--- config.mk ---
export PLATFORM = sky130hd
export DESIGN_NAME = lpsd_pin_if
export DESIGN_NICKNAME = d
export VERILOG_FILES = /design/src/inc/lpsd_pkg.sv /design/src/core/lpsd_pin_if.sv
export SDC_FILE = /design/constraint.sdc
export NUM_CORES = 1
export LEC_CHECK = 0
export BUFFER_PORTS_ARGS = -buffer_cell sky130_fd_sc_hd__buf_4
export CAP_MARGIN = 5
export CORE_ASPECT_RATIO = 1.75
export CORE_MARGIN = 3
export CORE_UTILIZATION = 50
export DETAILED_ROUTE_END_ITERATION = 8
export PLACE_DENSITY = 0.75
export SYNTH_ARGS = -nofsm -noshare
export SYNTH_HDL_FRONTEND = slang
export SYNTH_SLANG_ARGS = --single-unit
--- constraint.sdc ---
create_clock -name clk -period 21.5 [get_ports clk]
set_input_delay 1.075 -clock clk [delete_from_list [all_inputs] [get_ports clk]]
set_output_delay 1.075 -clock clk [all_outputs]
set_load 0.1 [all_outputs]
--- src/inc/lpsd_pkg.sv ---
// Purpose: Shared constants and types of the low-power SDRAM pin interface.
// Assumes: Single clock at 10 MHz, four banks, SDR command set.
// Notes: Command codes are the strobe triple {row, column, write} active low.
package lpsd_pkg;
  localparam int unsigned LPSD_BANKS = 4;
  localparam int unsigned LPSD_BANK_W = 2;
  localparam int unsigned LPSD_ADDR_W = 14;
  localparam int unsigned LPSD_PALL_BIT = 10;
  localparam int unsigned LPSD_COL_W = 10;
  localparam int unsigned LPSD_DQM_LAT = 2;
  localparam logic [2:0] LPSD_CMD_MRS = 3'h0;
  localparam logic [2:0] LPSD_CMD_REF = 3'h1;
  localparam logic [2:0] LPSD_CMD_PRE = 3'h2;
  localparam logic [2:0] LPSD_CMD_ACT = 3'h3;
  localparam logic [2:0] LPSD_CMD_WR = 3'h4;
  localparam logic [2:0] LPSD_CMD_RD = 3'h5;
  localparam logic [2:0] LPSD_CMD_BST = 3'h6;
  localparam logic [2:0] LPSD_CMD_NOP = 3'h7;

  typedef enum logic [3:0] {
    LPSD_OP_NONE, LPSD_OP_ACT, LPSD_OP_RD, LPSD_OP_WR, LPSD_OP_PRE, LPSD_OP_REF,
    LPSD_OP_MRS, LPSD_OP_BST
  } lpsd_op_t;

  typedef enum logic [2:0] {
    LPSD_RUN, LPSD_PRE_PD, LPSD_ACT_PD, LPSD_SUSPEND, LPSD_SELF_REF, LPSD_DEEP_PD
  } lpsd_pwr_t;

  // Command pins as they arrive from the controller.
  typedef struct packed {
    logic cs_n;
    logic ras_n;
    logic cas_n;
    logic we_n;
  } lpsd_cmd_pins_t;

  // One decoded command with its address fields.
  typedef struct packed {
    lpsd_op_t op;
    logic [LPSD_BANKS-1:0] banks;
    logic [LPSD_ADDR_W-1:0] addr;
    logic auto_pre;
  } lpsd_cmd_t;
endpackage
--- src/core/lpsd_pin_if.sv ---
// Purpose: Pin-level control front end of a four-bank low-power SDR SDRAM.
// Assumes: Pins arrive from another clock domain and pass two flip-flops first.
// Notes: The array itself sits outside; this block decodes, masks and tracks state.
// How it works
// Every input pin is captured only on the rising edge of the system clock.
// Each enabled clock edge advances the burst column counter and loads the output data register; here the counter steps only in bursts, dq_o on rd_valid.
// Clock gate high lets the internal clock run and low stops it, the resulting state depending on the banks.
// Gate low with banks idle gives precharge power-down, self refresh or deep power-down, open row gives active power-down, a burst gives suspend.
// The gate is synchronous except from entry to exit of power-down and self refresh, where it is seen asynchronously; here it always passes both sync stages.
// In power-down and self refresh the input buffers, clock buffer included, are switched off.
// Strobes are decoded only when chip select is registered low, and all commands are ignored when it is high.
// The command comes jointly from chip select and the three strobes sampled on one edge.
// A byte mask sampled high during a write keeps that byte out of the array.
// A byte mask sampled high during a read turns that byte's drivers off two clocks later.
// In the 32-bit form lane masks 0 to 3 govern bytes 7:0, 15:8, 23:16 and 31:24.
// The two bank select lines pick the bank of an activate, read, write or single precharge.
// A precharge with the precharge-all bit high ignores bank select and closes every bank.
// Activate takes the address as row, read and write as column with the auto-precharge bit, precharge as bank choice.
// In the 16-bit form the low mask governs bits 7:0 and the high mask bits 15:8.
// Commands follow the usual SDR truth table over the four strobes.
// The controller asserts read masks two clocks ahead of the data it wants suppressed.
`timescale 1ns/1ns
module lpsd_pin_if #(
  parameter int unsigned DQ_W = 32
) (
  // Clock and reset.
  input wire logic clk,
  input wire logic rst,
  // Controller pins.
  input wire logic clock_gate,
  input wire lpsd_pkg::lpsd_cmd_pins_t cmd_pins,
  input wire logic [lpsd_pkg::LPSD_BANK_W-1:0] bank_select,
  input wire logic [lpsd_pkg::LPSD_ADDR_W-1:0] addr,
  input wire logic [DQ_W/8-1:0] byte_mask,
  input wire logic [DQ_W-1:0] dq_i,
  output logic [DQ_W-1:0] dq_o,
  output logic [DQ_W/8-1:0] dq_oe,
  // Low-power requests that pick the idle state.
  input wire logic self_ref_req,
  input wire logic deep_pd_req,
  // Array side.
  input wire logic [DQ_W-1:0] rd_data,
  input wire logic rd_valid,
  output lpsd_pkg::lpsd_cmd_t cmd,
  output logic [lpsd_pkg::LPSD_COL_W-1:0] burst_col,
  output logic [DQ_W-1:0] wr_data,
  output logic [DQ_W/8-1:0] wr_byte_en,
  output logic wr_valid,
  output logic [lpsd_pkg::LPSD_BANKS-1:0] open_banks,
  output lpsd_pkg::lpsd_pwr_t pwr_state,
  output logic in_buf_en
);
  localparam int unsigned NB = DQ_W / 8;
  localparam int unsigned SW = $bits(lpsd_pkg::lpsd_cmd_pins_t) + lpsd_pkg::LPSD_BANK_W + lpsd_pkg::LPSD_ADDR_W + NB + DQ_W + 2;
  // Stages start deselected with the gate high, so leaving reset does not look like a power-down request.
  localparam logic [SW-1:0] S_IDLE = {1'b1, {(SW - 3){1'b0}}, 2'h2};

  initial begin
    if (DQ_W != 16 && DQ_W != 32) begin
      $error("DQ_W must be 16 or 32.");
    end
  end

  // ----------------------------------------------------------------
  // State
  // ----------------------------------------------------------------
  typedef struct packed {
    logic [SW-1:0] s1;
    logic [SW-1:0] s2;
    lpsd_pkg::lpsd_cmd_t cmd;
    logic [lpsd_pkg::LPSD_COL_W-1:0] col;
    logic burst;
    logic burst_rd;
    logic [DQ_W-1:0] dq_o;
    logic [NB-1:0] mask_d1;
    logic [NB-1:0] oe;
    logic [DQ_W-1:0] wr_data;
    logic [NB-1:0] wr_be;
    logic wr_valid;
    logic [lpsd_pkg::LPSD_BANKS-1:0] open;
    lpsd_pkg::lpsd_pwr_t pwr;
    logic in_buf_en;
  } lpsd_st_t;

  lpsd_st_t st_q;
  lpsd_st_t st_d;

  // Second synchroniser stage fields.
  lpsd_pkg::lpsd_cmd_pins_t p_cmd;
  logic [lpsd_pkg::LPSD_BANK_W-1:0] p_ba;
  logic [lpsd_pkg::LPSD_ADDR_W-1:0] p_addr;
  logic [NB-1:0] p_mask;
  logic [DQ_W-1:0] p_dq;
  logic p_cke;
  logic p_sr;
  assign {p_cmd, p_ba, p_addr, p_mask, p_dq, p_cke, p_sr} = st_q.s2;

  // ----------------------------------------------------------------
  // Next state
  // ----------------------------------------------------------------
  always_comb begin
    logic [2:0] code;
    logic run;
    logic [lpsd_pkg::LPSD_BANKS-1:0] sel;
    code = 3'h0;
    run = 1'b0;
    sel = '0;
    st_d = st_q;
    // Only the gate and the self-refresh request keep being sampled while the buffers are off, so the gate can wake the part.
    st_d.s1 = {cmd_pins, bank_select, addr, byte_mask, dq_i, clock_gate, self_ref_req};
    if (!st_q.in_buf_en) begin
      st_d.s1 = {st_q.s1[SW-1:2], clock_gate, self_ref_req};
    end
    st_d.s2 = st_q.s1;
    st_d.cmd.op = lpsd_pkg::LPSD_OP_NONE;
    st_d.cmd.auto_pre = 1'b0;
    st_d.wr_valid = 1'b0;
    run = (st_q.pwr == lpsd_pkg::LPSD_RUN) && p_cke;
    unique case (st_q.pwr)
      lpsd_pkg::LPSD_RUN: begin
        if (!p_cke) begin
          // Gate low picks the state from bank and burst status.
          if (st_q.burst) begin
            st_d.pwr = lpsd_pkg::LPSD_SUSPEND;
          end else if (st_q.open != '0) begin
            st_d.pwr = lpsd_pkg::LPSD_ACT_PD;
          end else if (deep_pd_req) begin
            st_d.pwr = lpsd_pkg::LPSD_DEEP_PD;
          end else if (p_sr) begin
            st_d.pwr = lpsd_pkg::LPSD_SELF_REF;
          end else begin
            st_d.pwr = lpsd_pkg::LPSD_PRE_PD;
          end
        end
      end
      lpsd_pkg::LPSD_SUSPEND: begin
        if (p_cke) begin
          st_d.pwr = lpsd_pkg::LPSD_RUN;
        end
      end
      default: begin
        if (p_cke) begin
          st_d.pwr = lpsd_pkg::LPSD_RUN;
        end
      end
    endcase
    // Buffers off in power-down and self refresh only, suspend keeps them.
    st_d.in_buf_en = (st_d.pwr == lpsd_pkg::LPSD_RUN) || (st_d.pwr == lpsd_pkg::LPSD_SUSPEND);
    if (run) begin
      sel = '0;
      sel[p_ba] = 1'b1;
      code = {p_cmd.ras_n, p_cmd.cas_n, p_cmd.we_n};
      st_d.cmd.banks = sel;
      st_d.cmd.addr = p_addr;
      if (!p_cmd.cs_n) begin
        unique case (code)
          lpsd_pkg::LPSD_CMD_ACT: begin
            st_d.cmd.op = lpsd_pkg::LPSD_OP_ACT;
            st_d.open = st_q.open | sel;
          end
          lpsd_pkg::LPSD_CMD_RD, lpsd_pkg::LPSD_CMD_WR: begin
            st_d.cmd.op = (code == lpsd_pkg::LPSD_CMD_RD) ? lpsd_pkg::LPSD_OP_RD : lpsd_pkg::LPSD_OP_WR;
            st_d.cmd.auto_pre = p_addr[lpsd_pkg::LPSD_PALL_BIT];
            st_d.col = p_addr[lpsd_pkg::LPSD_COL_W-1:0];
            st_d.burst = 1'b1;
            st_d.burst_rd = (code == lpsd_pkg::LPSD_CMD_RD);
          end
          lpsd_pkg::LPSD_CMD_PRE: begin
            st_d.cmd.op = lpsd_pkg::LPSD_OP_PRE;
            if (p_addr[lpsd_pkg::LPSD_PALL_BIT]) begin
              st_d.cmd.banks = '1;
              st_d.open = '0;
            end else begin
              st_d.open = st_q.open & ~sel;
            end
          end
          lpsd_pkg::LPSD_CMD_REF: st_d.cmd.op = lpsd_pkg::LPSD_OP_REF;
          lpsd_pkg::LPSD_CMD_MRS: st_d.cmd.op = lpsd_pkg::LPSD_OP_MRS;
          lpsd_pkg::LPSD_CMD_BST: begin
            st_d.cmd.op = lpsd_pkg::LPSD_OP_BST;
            st_d.burst = 1'b0;
          end
          lpsd_pkg::LPSD_CMD_NOP: st_d.cmd.op = lpsd_pkg::LPSD_OP_NONE;
        endcase
      end
      if (st_q.burst && (p_cmd.cs_n || code == lpsd_pkg::LPSD_CMD_NOP)) begin
        st_d.col = st_q.col + 1'b1;
      end
      if (st_q.burst && !st_q.burst_rd) begin
        // Masked write lanes are left out of the byte enables.
        st_d.wr_data = p_dq;
        st_d.wr_be = ~p_mask;
        st_d.wr_valid = 1'b1;
      end
      if (rd_valid) begin
        st_d.dq_o = rd_data;
      end
      // Read mask is delayed one extra stage to give the two-clock latency.
      // Drivers stay off once a read burst has been terminated.
      st_d.mask_d1 = p_mask;
      st_d.oe = (st_q.burst && st_q.burst_rd) ? ~st_q.mask_d1 : '0;
    end
  end

  always_ff @(posedge clk or posedge rst) begin
    if (rst) begin
      st_q <= '0;
      st_q.s1 <= S_IDLE;
      st_q.s2 <= S_IDLE;
      st_q.in_buf_en <= 1'b1;
      st_q.pwr <= lpsd_pkg::LPSD_RUN;
      st_q.cmd.op <= lpsd_pkg::LPSD_OP_NONE;
    end else begin
      st_q <= st_d;
    end
  end

  // ----------------------------------------------------------------
  // Outputs
  // ----------------------------------------------------------------
  assign dq_o = st_q.dq_o;
  assign dq_oe = st_q.oe;
  assign cmd = st_q.cmd;
  assign burst_col = st_q.col;
  assign wr_data = st_q.wr_data;
  assign wr_byte_en = st_q.wr_be;
  assign wr_valid = st_q.wr_valid;
  assign open_banks = st_q.open;
  assign pwr_state = st_q.pwr;
  assign in_buf_en = st_q.in_buf_en;

  // ----------------------------------------------------------------
  // Checks
  // ----------------------------------------------------------------
  logic run_q;
  assign run_q = (st_q.pwr == lpsd_pkg::LPSD_RUN) && p_cke;

  cs_masks_a: assert property (@(posedge clk) disable iff (rst)
    (p_cmd.cs_n && st_q.pwr == lpsd_pkg::LPSD_RUN) |=> cmd.op == lpsd_pkg::LPSD_OP_NONE)
    else $error("Command decoded with chip select high.");
  pre_all_a: assert property (@(posedge clk) disable iff (rst)
    (cmd.op == lpsd_pkg::LPSD_OP_PRE && cmd.addr[lpsd_pkg::LPSD_PALL_BIT]) |-> open_banks == '0)
    else $error("Precharge all left a bank open.");
  act_opens_a: assert property (@(posedge clk) disable iff (rst)
    cmd.op == lpsd_pkg::LPSD_OP_ACT |-> (open_banks & cmd.banks) == cmd.banks)
    else $error("Activate did not open its bank.");
  wr_mask_a: assert property (@(posedge clk) disable iff (rst)
    wr_valid |-> wr_byte_en == ~$past(p_mask))
    else $error("Write mask not applied.");
  rd_mask_a: assert property (@(posedge clk) disable iff (rst)
    ($past(run_q) && $past(run_q, 2) && $past(st_q.burst && st_q.burst_rd)) |-> dq_oe == ~$past(p_mask, 2))
    else $error("Read mask latency wrong.");
  suspend_entry_a: assert property (@(posedge clk) disable iff (rst)
    (st_q.pwr == lpsd_pkg::LPSD_RUN && !p_cke && st_q.burst) |=> pwr_state == lpsd_pkg::LPSD_SUSPEND)
    else $error("Burst did not enter suspend.");
  buf_off_a: assert property (@(posedge clk) disable iff (rst)
    (pwr_state == lpsd_pkg::LPSD_PRE_PD || pwr_state == lpsd_pkg::LPSD_SELF_REF) |-> !in_buf_en)
    else $error("Input buffers on in power-down.");
  col_step_a: assert property (@(posedge clk) disable iff (rst)
    (run_q && st_q.burst && (p_cmd.cs_n || {p_cmd.ras_n, p_cmd.cas_n, p_cmd.we_n} == lpsd_pkg::LPSD_CMD_NOP))
      |=> burst_col == $past(burst_col) + 1'b1)
    else $error("Burst counter did not advance.");
  wake_a: assert property (@(posedge clk) disable iff (rst)
    (pwr_state != lpsd_pkg::LPSD_RUN && clock_gate) |-> ##[1:3] pwr_state == lpsd_pkg::LPSD_RUN)
    else $error("Gate high did not wake the part.");

  oe_idle_a: assert property (@(posedge clk) disable iff (rst)
    ($past(run_q) && !$past(st_q.burst && st_q.burst_rd)) |-> dq_oe == '0)
    else $error("Drivers on outside a read burst.");
  no_decode_pd_a: assert property (@(posedge clk) disable iff (rst)
    st_q.pwr != lpsd_pkg::LPSD_RUN |=> cmd.op == lpsd_pkg::LPSD_OP_NONE)
    else $error("Command decoded while the clock was gated.");
  bank_onehot_a: assert property (@(posedge clk) disable iff (rst)
    (cmd.op == lpsd_pkg::LPSD_OP_ACT || cmd.op == lpsd_pkg::LPSD_OP_RD || cmd.op == lpsd_pkg::LPSD_OP_WR)
      |-> $onehot(cmd.banks))
    else $error("Bank access did not pick one bank.");
  pre_bank_a: assert property (@(posedge clk) disable iff (rst)
    (cmd.op == lpsd_pkg::LPSD_OP_PRE && !cmd.addr[lpsd_pkg::LPSD_PALL_BIT]) |-> (open_banks & cmd.banks) == '0)
    else $error("Single precharge left its bank open.");
  act_pd_entry_a: assert property (@(posedge clk) disable iff (rst)
    (st_q.pwr == lpsd_pkg::LPSD_RUN && !p_cke && !st_q.burst && st_q.open != '0) |=> pwr_state == lpsd_pkg::LPSD_ACT_PD)
    else $error("Open row did not enter active power-down.");
  idle_entry_a: assert property (@(posedge clk) disable iff (rst)
    (st_q.pwr == lpsd_pkg::LPSD_RUN && !p_cke && !st_q.burst && st_q.open == '0) |=> (pwr_state == lpsd_pkg::LPSD_PRE_PD
      || pwr_state == lpsd_pkg::LPSD_SELF_REF || pwr_state == lpsd_pkg::LPSD_DEEP_PD))
    else $error("Idle banks did not enter an idle low-power state.");
  pd_buf_off_a: assert property (@(posedge clk) disable iff (rst)
    (pwr_state == lpsd_pkg::LPSD_ACT_PD || pwr_state == lpsd_pkg::LPSD_DEEP_PD) |-> !in_buf_en)
    else $error("Input buffers on in power-down.");
  col_hold_a: assert property (@(posedge clk) disable iff (rst)
    pwr_state == lpsd_pkg::LPSD_SUSPEND |=> burst_col == $past(burst_col))
    else $error("Burst counter moved in suspend.");
  auto_pre_a: assert property (@(posedge clk) disable iff (rst)
    (cmd.op == lpsd_pkg::LPSD_OP_RD || cmd.op == lpsd_pkg::LPSD_OP_WR) |-> cmd.auto_pre == cmd.addr[lpsd_pkg::LPSD_PALL_BIT])
    else $error("Auto precharge flag not taken from the address.");
  rd_col_a: assert property (@(posedge clk) disable iff (rst)
    (cmd.op == lpsd_pkg::LPSD_OP_RD || cmd.op == lpsd_pkg::LPSD_OP_WR) |-> burst_col == cmd.addr[lpsd_pkg::LPSD_COL_W-1:0])
    else $error("Burst did not start at the given column.");

  // Every lane follows its own mask, two clocks late, while a read burst runs.
  for (genvar g = 0; g < NB; g++) begin : g_lane
    lane_oe_a: assert property (@(posedge clk) disable iff (rst)
      ($past(run_q) && $past(run_q, 2) && $past(st_q.burst && st_q.burst_rd) && $past(p_mask[g], 2))
        |-> !dq_oe[g])
      else $error("Masked lane still driven.");
  end

  read_c: cover property (@(posedge clk) disable iff (rst) cmd.op == lpsd_pkg::LPSD_OP_RD);
  deep_pd_c: cover property (@(posedge clk) disable iff (rst) pwr_state == lpsd_pkg::LPSD_DEEP_PD);
  suspend_c: cover property (@(posedge clk) disable iff (rst) pwr_state == lpsd_pkg::LPSD_SUSPEND);
  self_ref_c: cover property (@(posedge clk) disable iff (rst) pwr_state == lpsd_pkg::LPSD_SELF_REF);
  masked_wr_c: cover property (@(posedge clk) disable iff (rst) wr_valid && wr_byte_en != '1);
endmodule

==> run_results.csv <==
group,metric,value,unit
outcome,run_status,"completed",
detailed_routing,count_of_tritonroute_iterations_in_the_first_routing_pass,4,
placed_design,port_buffers,206,
sta,finalCriticalPeriod,2730,ps
synth,yosys-mux-area-fraction,0.107,
global_routing,grt_overflow,0,
synth,syn-instance-count,777,
final_layout,combined_area_of_the_multi_input_logic_cells,2430,um2
placed_design,dp.cells,1080,
clock_tree,postCtsHoldBufs,0,
synth,synth_compound_area_frac,0.0480,
die,top_level_ports,208,
global_routing,wire_length_of_the_first_global_routing_pass,29.6,mm
synth,synth_async_sr_flop_share,1.00,
final_layout,layout.cells.most_common_list,"sky130_fd_sc_hd__dfrtp_1, sky130_fd_sc_hd__buf_4, sky130_fd_sc_hd__nand2_1",
sta,timing.final.crit_share,0.127,
synth,yosys_warnings,0,
sta,setup_viol_count_final,0,
clock_tree,worst_setup_hold_path_clk_slew,60,ps
sta,max_slew_margin,0.278,
clock_tree,cts-resized-gates,0,
final_layout,fillerInstances,1510,
detailed_routing,detail-route-antenna-nets,0,
final_layout,final_common_cell,"sky130_fd_sc_hd__dfrtp_1",
detailed_routing,finalWirelength,18.3,mm
worst_setup_path,arrival_time_at_the_worst_endpoint,3160,ps
final_layout,area_delta_synth_final,17.3,%
sta,worstMarginPinSlew,1080,ps
global_routing,grt_use_total,0.182,
clock_tree,clock_tree.root_cell,"sky130_fd_sc_hd__clkbuf_16",
global_routing,largest_net_degree_at_the_start_of_global_routing,150,
placed_design,hpwlAfterDp,12.6,mm
global_routing,via_count_of_the_first_global_routing_pass,5791,
sta,clock.fmax,366,MHz
final_layout,antenna_cells_inserted,0,
synth,synth-adder-area-share,0.00401,
clock_tree,number_of_buffers_created_by_cts,22,
detailed_routing,drc,0,
detailed_routing,routedWlPerCell,16.3,um
sta,totalNegativeSetupSlack,0,ps
synth,number_of_enable_type_register_cells_in_the_synthesized_netlist,0,
detailed_routing,vias_per_cell,5.00,
synth,avgSynthCellArea,12.0,um2
synth,synth_simple_gate_area_share,0.100,
clock_tree,insertion_delay,490,ps
worst_setup_path,required_time_at_the_worst_slack_endpoint,21930,ps
clock_tree,cts_tree,"done",
die,starting_density_of_the_core,0.513,
job,drv_cap,0,
worst_setup_path,worst-setup-path-type,"flop to flop",
sta,unrepaired_setup_endpoints_after_global_routing,"no",
clock_tree,post_cts.repair.setup_buffers,0,
clock_tree,cts_sinks,235,
synth,yosys.area_share.xor_xnor,0,
synth,postSynth.topFlopCell,"sky130_fd_sc_hd__dfrtp_1",
sta,fin_max_slew_vios,0,
worst_setup_path,cp_launch_type,"flop",
clock_tree,cts_max_path_buffers,3,
synth,ys_types,53,
final_layout,design.final.nets,967,
synth,synth_area,9350,um2
die,die_width,109,um
die,die_height,187,um
die,floorplan.die_area,20500,um2
placed_design,place.gp.congestion,0.794,
clock_tree,level_count_of_the_clock_h_tree,1,
synth,yosysSeqAreaShare,0.629,
synth,combinational_family_with_the_most_area_after_synthesis,"buffers and inverters",
final_layout,final-seq-area,5890,um2
worst_hold_path,hp-class,"flop to flop",
die,standard_cell_core_area,18200,um2
sta,post-route-worst-setup-slack,18770,ps
sta,number_of_hold_slack_violations_in_the_final_timing_report,0,
detailed_routing,routed-via-count,5598,
sta,skew,9.88,ps
worst_setup_path,timing.critical_path.to_type,"flop",
synth,mappedNetlistNets,874,
placed_design,dp_slack,18390,ps
final_layout,final_cells,1120,
global_routing,initial_antenna_violation_count,0,
worst_setup_path,timing.critical_path.fanout_max,41,
die,fp-row-count,65,
synth,synth_seq_cells,235,
final_layout,fraction_of_final_layout_cells_sized_beyond_drive_strength_1,0.395,
detailed_routing,drt_iter0_drc,286,
==> layer usage <==
layer  up-vias  share of wire  track usage
met5         -              0            0
met4         0          0.035       0.0706
met3        34          0.053       0.0332
met2       170           0.55        0.329
met1      2749           0.36        0.209
li1       2645              -            -
==> area by class of cell <==
cell class | instances | share of cell area
sequential | 235 | 0.537
multi-input combinational | 388 | 0.222
timing repair buffer | 211 | 0.144
clock buffer | 32 | 0.0610
tap | 234 | 0.0267
inverter | 12 | 0.00525
clock inverter | 8 | 0.00388
==> worst max-delay path: stages, from the launching register on <==
cell and delay, ps:
sky130_fd_sc_hd__dfstp_2 580, sky130_fd_sc_hd__or4b_1 430, sky130_fd_sc_hd__buf_4 250, sky130_fd_sc_hd__or3_2 830, sky130_fd_sc_hd__clkinv_4 360, sky130_fd_sc_hd__nand2_1 100, sky130_fd_sc_hd__nand2_1 60
==> metrics by stage <==
stage / utilization / instance area [um2] / hold slack [ps]
floorplan: - / 9350 / 331
global placement: 0.563 / 10300 / 336
detailed placement: 0.563 / 10300 / 336
CTS: 0.602 / 11000 / 346
global route: 0.602 / 11000 / 364
finish: 0.602 / 11000 / 345
==> path summary, 6_finish.rpt <==
| path | start | endpoint | slack [ps] | depth (start not counted) |
|---|---|---|---|---|
| max | p_cke$_DFF_PP1_ | wr_data[6]$_DFFE_PP0P_ | 18770 | 6 |
| min | st_d[120]$_DFF_PP0_ | p_sr$_DFF_PP0_ | 350 | 0 |
| max reg2reg | p_cke$_DFF_PP1_ | wr_data[6]$_DFFE_PP0P_ | 18770 | 6 |
| min reg2reg | st_d[120]$_DFF_PP0_ | p_sr$_DFF_PP0_ | 350 | 0 |
| max in group asynchronous | rst | burst_col[6]$_DFFE_PP0P_ | 19080 | 3 |
| min in group asynchronous | rst | st_d[149]$_DFFE_PP0P_ | 790 | 2 |
==> synthesized netlist by cell type, types with 2 or more instances <==
library cell / count / area [um2]
sky130_fd_sc_hd__a21o_1: 2 / 15.0
sky130_fd_sc_hd__a21oi_1: 20 / 100
sky130_fd_sc_hd__a2bb2oi_1: 2 / 17.5
sky130_fd_sc_hd__a31o_2: 2 / 17.5
sky130_fd_sc_hd__a31oi_1: 10 / 62.6
sky130_fd_sc_hd__and4_1: 2 / 17.5
sky130_fd_sc_hd__buf_1: 3 / 11.3
sky130_fd_sc_hd__buf_2: 5 / 25.0
sky130_fd_sc_hd__buf_4: 112 / 841
sky130_fd_sc_hd__buf_6: 4 / 45.0
sky130_fd_sc_hd__clkbuf_1: 18 / 67.6
sky130_fd_sc_hd__dfrtp_1: 230 / 5760
sky130_fd_sc_hd__dfstp_2: 5 / 131
sky130_fd_sc_hd__ha_1: 3 / 37.5
sky130_fd_sc_hd__inv_1: 11 / 41.3
sky130_fd_sc_hd__mux2_2: 88 / 991
sky130_fd_sc_hd__nand2_1: 175 / 657
sky130_fd_sc_hd__nand2b_1: 5 / 31.3
sky130_fd_sc_hd__nand3_1: 5 / 25.0
sky130_fd_sc_hd__nand4_1: 2 / 12.5
sky130_fd_sc_hd__nor2_1: 16 / 60.1
sky130_fd_sc_hd__nor2b_1: 2 / 12.5
sky130_fd_sc_hd__nor3_1: 6 / 30.0
sky130_fd_sc_hd__nor3b_1: 2 / 15.0
sky130_fd_sc_hd__o21ai_0: 7 / 35.0
sky130_fd_sc_hd__o21ai_1: 4 / 20.0
sky130_fd_sc_hd__o22ai_1: 5 / 31.3
sky130_fd_sc_hd__o31ai_1: 5 / 37.5
sky130_fd_sc_hd__o32ai_1: 2 / 17.5
==> state kept, by name (all words and copies together) (netlist names) <==
name,cells
wr_byte_en,4
burst_col,10
pwr_state,3
p_cmd,4
st_d,58
p_cke,1
dq_o,32
p_mask,4
p_ba,2
open_banks,4
st_q,6
in_buf_en,1
p_addr,14
wr_data,32
cmd,22
p_sr,1
wr_valid,1
p_dq,32
dq_oe,4
==> cell families after synthesis <==
kind of cell,count (synthesis)
buffers and inverters,154
adder cells (fa/ha/maj),3
multiplexers,89
AND/OR/NAND/NOR,225
flip-flops,235
AO/OA/AOI/OAI,70
other,1
Power is not shown: default switching activity piles up to over one toggle a cycle in this logic, so the estimate is an artifact.
